### src/ftb_cfg.svh
`ifndef FTB_CFG_SVH
`define FTB_CFG_SVH
// ==========================================
// geometry and reset values
`define FTB_DEPTH       16
`define FTB_WIDTH       5
`define FTB_IDX_W       4
`define FTB_CNT_W       5
`define FTB_SYNC_RST    3'h7
`define FTB_VAC_PULSE_CYC 1
`endif

### src/ftb_pkg.sv
package ftb_pkg;
    // ==========================================
    // word and pin group types
    typedef logic [4:0] ftb_word_t;
    typedef struct packed {
        logic      load_clock_a;
        logic      load_clock_b;
        logic      unload_clock_in;
        logic      clear_all_n;
    } ftb_pins_t;
    typedef struct packed {
        ftb_word_t data;
        logic      data_oe_n;
    } ftb_dout_t;
endpackage

### src/ftb_fifo.sv
`include "ftb_cfg.svh"
// ==========================================
// fall-through storage, parameterised width and depth
module ftb_fifo
    import ftb_pkg::*;
#(
    parameter int WIDTH = `FTB_WIDTH,
    parameter int DEPTH = `FTB_DEPTH
) (
    input  wire logic             ref_clk_i,
    input  wire logic             rst_i,
    input  wire logic             clr_i,
    input  wire logic             in_valid_i,
    output logic                  in_ready_o,
    input  wire logic [WIDTH-1:0] in_data_i,
    output logic                  out_valid_o,
    input  wire logic             out_ready_i,
    output logic [WIDTH-1:0]      out_data_o,
    output logic [$clog2(DEPTH+1)-1:0] count_o
);
    localparam int AW = $clog2(DEPTH);
    logic [WIDTH-1:0] mem [DEPTH];
    logic [AW-1:0]    wr_ptr;
    logic [AW-1:0]    rd_ptr;
    logic [$clog2(DEPTH+1)-1:0] cnt;
    logic             do_wr;
    logic             do_rd;

    // handshake decode
    assign in_ready_o  = (cnt != DEPTH[$clog2(DEPTH+1)-1:0]);
    assign out_valid_o = (cnt != '0);
    assign do_wr       = in_valid_i & in_ready_o;
    assign do_rd       = out_ready_i & out_valid_o;
    assign out_data_o  = mem[rd_ptr];
    assign count_o     = cnt;

    // pointers and fill count
    always_ff @(posedge ref_clk_i or posedge rst_i) begin
        if (rst_i) begin
            wr_ptr <= '0;
            rd_ptr <= '0;
            cnt    <= '0;
        end else if (clr_i) begin
            wr_ptr <= '0;
            rd_ptr <= '0;
            cnt    <= '0;
        end else begin
            if (do_wr)
                wr_ptr <= (wr_ptr == AW'(DEPTH-1)) ? '0 : wr_ptr + 1'b1;
            if (do_rd)
                rd_ptr <= (rd_ptr == AW'(DEPTH-1)) ? '0 : rd_ptr + 1'b1;
            cnt <= cnt + {{($clog2(DEPTH+1)-1){1'b0}}, do_wr} - {{($clog2(DEPTH+1)-1){1'b0}}, do_rd};
        end
    end

    // storage array, no reset on data
    always_ff @(posedge ref_clk_i) begin
        if (do_wr)
            mem[wr_ptr] <= in_data_i;
    end
endmodule

### src/ftb_top.sv
// Function
// - sixteen words of five bits stored
// - status pins allow depth/width cascading
// - load on rising edge of either clock
// - unload on unload clock rising edge
// - gate high lets next clock load
// - both load clocks treated symmetrically
// - input ready high unless memory full
// - low vacancy pulse when last location frees
// - output ready needs valid word, unload high
// - unload fall drops output ready
// - oldest word drives data outputs
// - outputs keep input polarity
// - enable low drives data outputs
// - enable high floats data, status runs
// - clear falling edge empties, drops ready
`include "ftb_cfg.svh"
module ftb_top
    import ftb_pkg::*;
#(
    parameter int WIDTH = `FTB_WIDTH,
    parameter int DEPTH = `FTB_DEPTH
) (
    input  wire logic             ref_clk_i,
    input  wire logic             rst_i,
    input  wire logic             load_clock_a_i,
    input  wire logic             load_clock_b_i,
    input  wire logic             unload_clock_in_i,
    input  wire logic             clear_all_n_i,
    input  wire logic             data_oe_n_i,
    input  wire logic [WIDTH-1:0] data_i,
    output logic [WIDTH-1:0]      data_o,
    output logic [WIDTH-1:0]      data_oe_n_o,
    output logic                  input_ready_o,
    output logic                  output_ready_o,
    output logic                  vacancy_pulse_out_o
);
    localparam int CW = $clog2(DEPTH+1);

    // ==========================================
    // pin synchronisers: three stages, change seen when stages 2 and 3 agree
    logic [2:0] sync_a;
    logic [2:0] sync_b;
    logic [2:0] sync_u;
    logic [2:0] sync_c;
    logic [2:0] sync_oe;
    logic [WIDTH-1:0] data_s1;
    logic [WIDTH-1:0] data_s2;

    always_ff @(posedge ref_clk_i or posedge rst_i) begin
        if (rst_i) begin
            sync_a  <= `FTB_SYNC_RST;
            sync_b  <= `FTB_SYNC_RST;
            sync_u  <= `FTB_SYNC_RST;
            sync_c  <= `FTB_SYNC_RST;
            sync_oe <= `FTB_SYNC_RST;
        end else begin
            sync_a  <= {sync_a[1:0], load_clock_a_i};
            sync_b  <= {sync_b[1:0], load_clock_b_i};
            sync_u  <= {sync_u[1:0], unload_clock_in_i};
            sync_c  <= {sync_c[1:0], clear_all_n_i};
            sync_oe <= {sync_oe[1:0], data_oe_n_i};
        end
    end

    // data bus sampled twice so it is stable when a load edge is seen
    always_ff @(posedge ref_clk_i) begin
        data_s1 <= data_i;
        data_s2 <= data_s1;
    end

    // filtered levels: hold old value until stages 2 and 3 agree
    logic lvl_a;
    logic lvl_b;
    logic lvl_u;
    logic lvl_c;
    logic lvl_oe;
    logic next_lvl_a;
    logic next_lvl_b;
    logic next_lvl_u;
    logic next_lvl_c;
    logic next_lvl_oe;

    assign next_lvl_a  = (sync_a[2] == sync_a[1]) ? sync_a[2] : lvl_a;
    assign next_lvl_b  = (sync_b[2] == sync_b[1]) ? sync_b[2] : lvl_b;
    assign next_lvl_u  = (sync_u[2] == sync_u[1]) ? sync_u[2] : lvl_u;
    assign next_lvl_c  = (sync_c[2] == sync_c[1]) ? sync_c[2] : lvl_c;
    assign next_lvl_oe = (sync_oe[2] == sync_oe[1]) ? sync_oe[2] : lvl_oe;

    always_ff @(posedge ref_clk_i or posedge rst_i) begin
        if (rst_i) begin
            lvl_a  <= 1'b1;
            lvl_b  <= 1'b1;
            lvl_u  <= 1'b1;
            lvl_c  <= 1'b1;
            lvl_oe <= 1'b1;
        end else begin
            lvl_a  <= next_lvl_a;
            lvl_b  <= next_lvl_b;
            lvl_u  <= next_lvl_u;
            lvl_c  <= next_lvl_c;
            lvl_oe <= next_lvl_oe;
        end
    end

    // ==========================================
    // edge decode
    logic rise_a;
    logic rise_b;
    logic rise_u;
    logic fall_u;
    logic fall_c;
    logic load_edge;

    assign rise_a    = next_lvl_a & ~lvl_a;
    assign rise_b    = next_lvl_b & ~lvl_b;
    assign rise_u    = next_lvl_u & ~lvl_u;
    assign fall_u    = ~next_lvl_u & lvl_u;
    assign fall_c    = ~next_lvl_c & lvl_c;
    // either input clocks while the other gates; gate low blocks the load
    assign load_edge = (rise_a & next_lvl_b) | (rise_b & next_lvl_a);

    // ==========================================
    // storage, fall-through toward the output location
    logic             fifo_in_ready;
    logic             fifo_out_valid;
    logic [WIDTH-1:0] fifo_out_data;
    logic [CW-1:0]    fifo_count;
    logic             unload_take;

    // output ready is already low while unload is low, so the rise is gated by
    // a valid head word only; an empty store drops the unload
    assign unload_take = rise_u & fifo_out_valid;

    ftb_fifo #(
        .WIDTH (WIDTH),
        .DEPTH (DEPTH)
    ) u_store (
        .ref_clk_i   (ref_clk_i),
        .rst_i       (rst_i),
        .clr_i       (fall_c),
        .in_valid_i  (load_edge),
        .in_ready_o  (fifo_in_ready),
        .in_data_i   (data_s2),
        .out_valid_o (fifo_out_valid),
        .out_ready_i (unload_take),
        .out_data_o  (fifo_out_data),
        .count_o     (fifo_count)
    );

    // ==========================================
    // status flags
    logic or_arm;
    logic was_full;
    logic vac_pulse;

    // output ready re-arms once a word sits at the head; unload fall drops it
    always_ff @(posedge ref_clk_i or posedge rst_i) begin
        if (rst_i)
            or_arm <= 1'b0;
        else if (fall_c)
            or_arm <= 1'b0;
        else if (fall_u | unload_take)
            or_arm <= 1'b0;
        else if (fifo_out_valid & lvl_u)
            or_arm <= 1'b1;
    end

    assign output_ready_o = or_arm & fifo_out_valid & lvl_u;

    // input ready follows the last location
    assign input_ready_o = fifo_in_ready;

    // vacancy pulse on the full-to-not-full step, one clock low
    always_ff @(posedge ref_clk_i or posedge rst_i) begin
        if (rst_i) begin
            was_full  <= 1'b0;
            vac_pulse <= 1'b0;
        end else begin
            was_full  <= ~fifo_in_ready;
            vac_pulse <= was_full & fifo_in_ready;
        end
    end

    assign vacancy_pulse_out_o = ~vac_pulse;

    // ==========================================
    // output drivers: head word, same polarity, common enable
    logic [WIDTH-1:0] q_reg;

    always_ff @(posedge ref_clk_i or posedge rst_i) begin
        if (rst_i)
            q_reg <= '0;
        else
            q_reg <= fifo_out_data;
    end

    assign data_o      = q_reg;
    assign data_oe_n_o = {WIDTH{lvl_oe}};
endmodule

### config.mk
export PLATFORM = sky130hd
export DESIGN_NAME = ftb_top
export DESIGN_NICKNAME = d
export VERILOG_FILES = /design/src/ftb_pkg.sv /design/src/ftb_fifo.sv /design/src/ftb_top.sv
export VERILOG_INCLUDE_DIRS = /design/src
export SDC_FILE = /design/constraint.sdc
export NUM_CORES = 1
export LEC_CHECK = 0
export BUFFER_PORTS_ARGS = -buffer_cell sky130_fd_sc_hd__buf_2
export CORE_MARGIN = 5
export CORE_UTILIZATION = 45
export CTS_CLUSTER_SIZE = 12
export DETAILED_ROUTE_END_ITERATION = 10
export SLEW_MARGIN = 25
export SYNTH_ARGS = -nofsm -noshare
export SYNTH_HDL_FRONTEND = slang
export SYNTH_SLANG_ARGS = --single-unit
export TNS_END_PERCENT = 1
### constraint.sdc
create_clock -name ref_clk_i -period 4.2 [get_ports ref_clk_i]
set_clock_uncertainty 0.1 [all_clocks]
set_input_delay 0.63 -clock ref_clk_i [delete_from_list [all_inputs] [get_ports ref_clk_i]]
set_output_delay 0.63 -clock ref_clk_i [all_outputs]
set_load 0.02 [all_outputs]
==> impl_metrics.csv <==
group,metric,value,unit
status,status,"complete, no violations",
timing,hold_viol_final,0,
grt,grt_usage,14.0,%
layout,layout_commonest_cell,"edfxtp_1",
grt,grt_pass1_vias,2737,
critical_path,cp.required,4.43,ns
detailed_routing,dr.first_iter.drc_count,137,
layout,drive_gt1_share,27.7,%
job,cap_violations,0,
logic_synthesis,ys_ff_latch,131,
detailed_routing,wirelength,8950,um
logic_synthesis,avgSynthCellArea,18.1,um2
timing,whs,0.209,ns
pwr,p_leak,2.27,nW
timing,worstMarginPinSlew,0.982,ns
detailed_routing,drc,0,
cts,insertion_delay,0.41,ns
critical_path,reg2reg_depth,14,
critical_path,end_kind,"register",
logic_synthesis,syn-num-nets,314,
cts,cts_tree,"done",
logic_synthesis,ys_async_sr_fraction,31.3,%
detailed_routing,vias,2574,
cts,cts_root_buffer,"clkbuf_16",
worst_hold_path,hold_path.class,"primary input to register",
layout,multiInputGateArea,1430,um2
timing,min_period,3.12,ns
floorplanning,start_util,46.0,%
timing,fmax,320,MHz
timing,setup_viol,0,
logic_synthesis,ys_types,47,
layout,area_growth,15.5,%
floorplanning,die-area,13900,um2
cts,holdBufCountCts,0,
layout,nets,343,
logic_synthesis,synth-main-ff-cell,"edfxtp_1",
layout,register_area,3660,um2
critical_path,critical-path-max-stage-delay,0.49,ns
layout,diodes,0,
grt,grt_overflow,0,
floorplanning,die_x,118,um
cts,cts_sinks,131,
cts,cts.repair_timing.setup_buffer_count,0,
place,post-place-ws,1.10,ns
place,dp_hpwl,5680,um
critical_path,crit_type,"register to register",
cts,post_cts_resized,0,
cts,cts_buffers,17,
layout,layout_common_cells,"edfxtp_1, buf_2, dfstp_2, mux4_1, dfrtp_1",
critical_path,critPathSlowestCell,"or4b_1",
timing,setup_slack,1.08,ns
logic_synthesis,synth_edf_count,80,
layout,fin_cells,475,
timing,max_slew_margin,34.3,%
place,gp_congestion,0.771,
cts,clk_pin_slew,0.06,ns
critical_path,crit_arrival,3.36,ns
grt,grt_pass1_wl,14600,um
worst_hold_path,hold_path_depth,1,
floorplanning,num_rows,39,
timing,rsz0062_at_grt,"no",
detailed_routing,antenna_left,0,
grt,antenna_found_initial,0,
detailed_routing,wl_per_cell,18.8,um
grt,grt_start_max_net_pins,42,
cts,cts.path.max_buffers,2,
critical_path,reg2reg_slack,1.08,ns
place,portBuffers,24,
critical_path,worstSetupStartpointType,"register",
pwr,peakVddDrop,0.357,mV
logic_synthesis,netlist_area,5250,um2
critical_path,path_delay_family,"simple AND/OR/NAND/NOR gates",
logic_synthesis,ys_seq_area_share,69.6,%
detailed_routing,firstDrtPassIters,6,
detailed_routing,vias_per_cell,5.42,
timing,setup_tns,0,ns
place,dp.cells,443,
critical_path,path_buf_inv,4,
critical_path,path_cells,"inv_1 -> ha_1 -> or4b_1 -> and4b_1 -> ha_1 -> inv_1 -> ha_1 -> inv_1 -> fa_1 -> inv_1 -> a21oi_1 -> nor2_1 -> or3_1 -> a21oi_1",
pwr,p_per_area,631,nW/um2
place,placed_area,5460,um2
logic_synthesis,ys_warn_count,0,
critical_path,cp.depth,14,
timing,maxSlewViolCount,0,
timing,post-route-period-util,74.4,%
cts,htree_num_levels,4,
critical_path,crit_top_cell,"inv_1",
floorplanning,pin_count,25,
floorplanning,die_height,118,um
layout,n_fill_cell,931,
floorplanning,core_region_area,11400,um2
critical_path,cp_max_fo,5,
logic_synthesis,netlist_instances,290,
layout,design_area,6060,um2
## kinds of logic (layout without fill, tap and decap cells)
group           after synthesis  in the layout  synth area share (%)
compound gates               25             25                  3.22
xor+xnor                      4              4                 0.667
fa+ha+maj                    17             17                  3.96
buf+inv                      32             74                  3.38
flops                       131            131                  69.6
mux                          28             28                  12.7
simple gates                 53             53                  6.53
## synthesized netlist by cell type (2+ instances only)
library cell	count	area share (%)
a21oi_1	11	1.0
edfxtp_1	80	46
nand2b_1	3	0.36
maj3_1	5	0.95
nor2_1	9	0.64
and2_1	2	0.24
mux4_2	6	2.6
and3_1	5	0.60
nor3b_1	2	0.29
and4_1	3	0.50
ha_1	11	2.6
dfrtp_1	21	10
mux4_1	19	9.5
buf_4	6	0.86
mux2i_1	2	0.38
or3_1	2	0.24
and4b_1	6	1.1
dfstp_2	20	10
nand3_1	5	0.48
nor2b_1	3	0.36
o21ai_0	4	0.38
o211ai_1	2	0.29
buf_6	3	0.64
dfxtp_1	10	3.8
clkbuf_1	5	0.36
xor2_1	3	0.50
inv_1	15	1.1
and4bb_2	3	0.71
nand2_1	6	0.43
## per-layer routing
layer,global-route usage [%],wire length (um),up-vias
li1,-,-,1193
met4,5.95,145,0
met2,21.4,4350,60
met3,5.43,477,19
met1,17.8,3980,1302
met5,0,0,-
## layout make-up
class                   count  area share [%]
clock inverters            10            1.98
repair buffers             27            2.35
multi-input cells         127            23.5
inverters                  15           0.928
clock buffers              22            8.00
well taps                 143            2.95
flip-flops and latches    131            60.3
## state kept, by name, indices dropped and copies added, names as in the netlist
name             cells
sync_a               3
was_full             1
lvl_c                1
or_arm               1
data_o               5
u_store.wr_ptr       4
lvl_a                1
lvl_b                1
u_store.rd_ptr       4
lvl_u                1
sync_oe              3
sync_c               3
u_store.mem         80
data_s2              5
sync_b               3
vac_pulse            1
sync_u               3
data_s1              5
lvl_oe               1
u_store.count_o      5
## final timing paths
| path | from | endpoint |
|---|---|---|
| worst max-delay path | u_store.count_o[3] | u_store.count_o[4] |
| worst min-delay path | load_clock_b_i | sync_b[0] |
| worst max register to register | u_store.count_o[3] | u_store.count_o[4] |
| worst min register to register | data_s1[1] | data_s2[1] |
| max in group asynchronous | rst_i | u_store.rd_ptr[1] |
| min in group asynchronous | rst_i | u_store.wr_ptr[3] |
## through the flow
step	total power, mW	util, %
finish	3.82	53.1
global route	4.01	53.1
global placement	2.37	47.8
floorplan	2.20	-
detailed placement	2.38	47.8
CTS	3.88	53.1
## where the power goes
part | switching [mW] | leakage [nW] | internal, mW
clock network | 0.531 | 0.293 | 0.944
registers | 0.172 | 1.28 | 1.49
logic | 0.322 | 0.697 | 0.364
(Power assumes the default switching activity.)
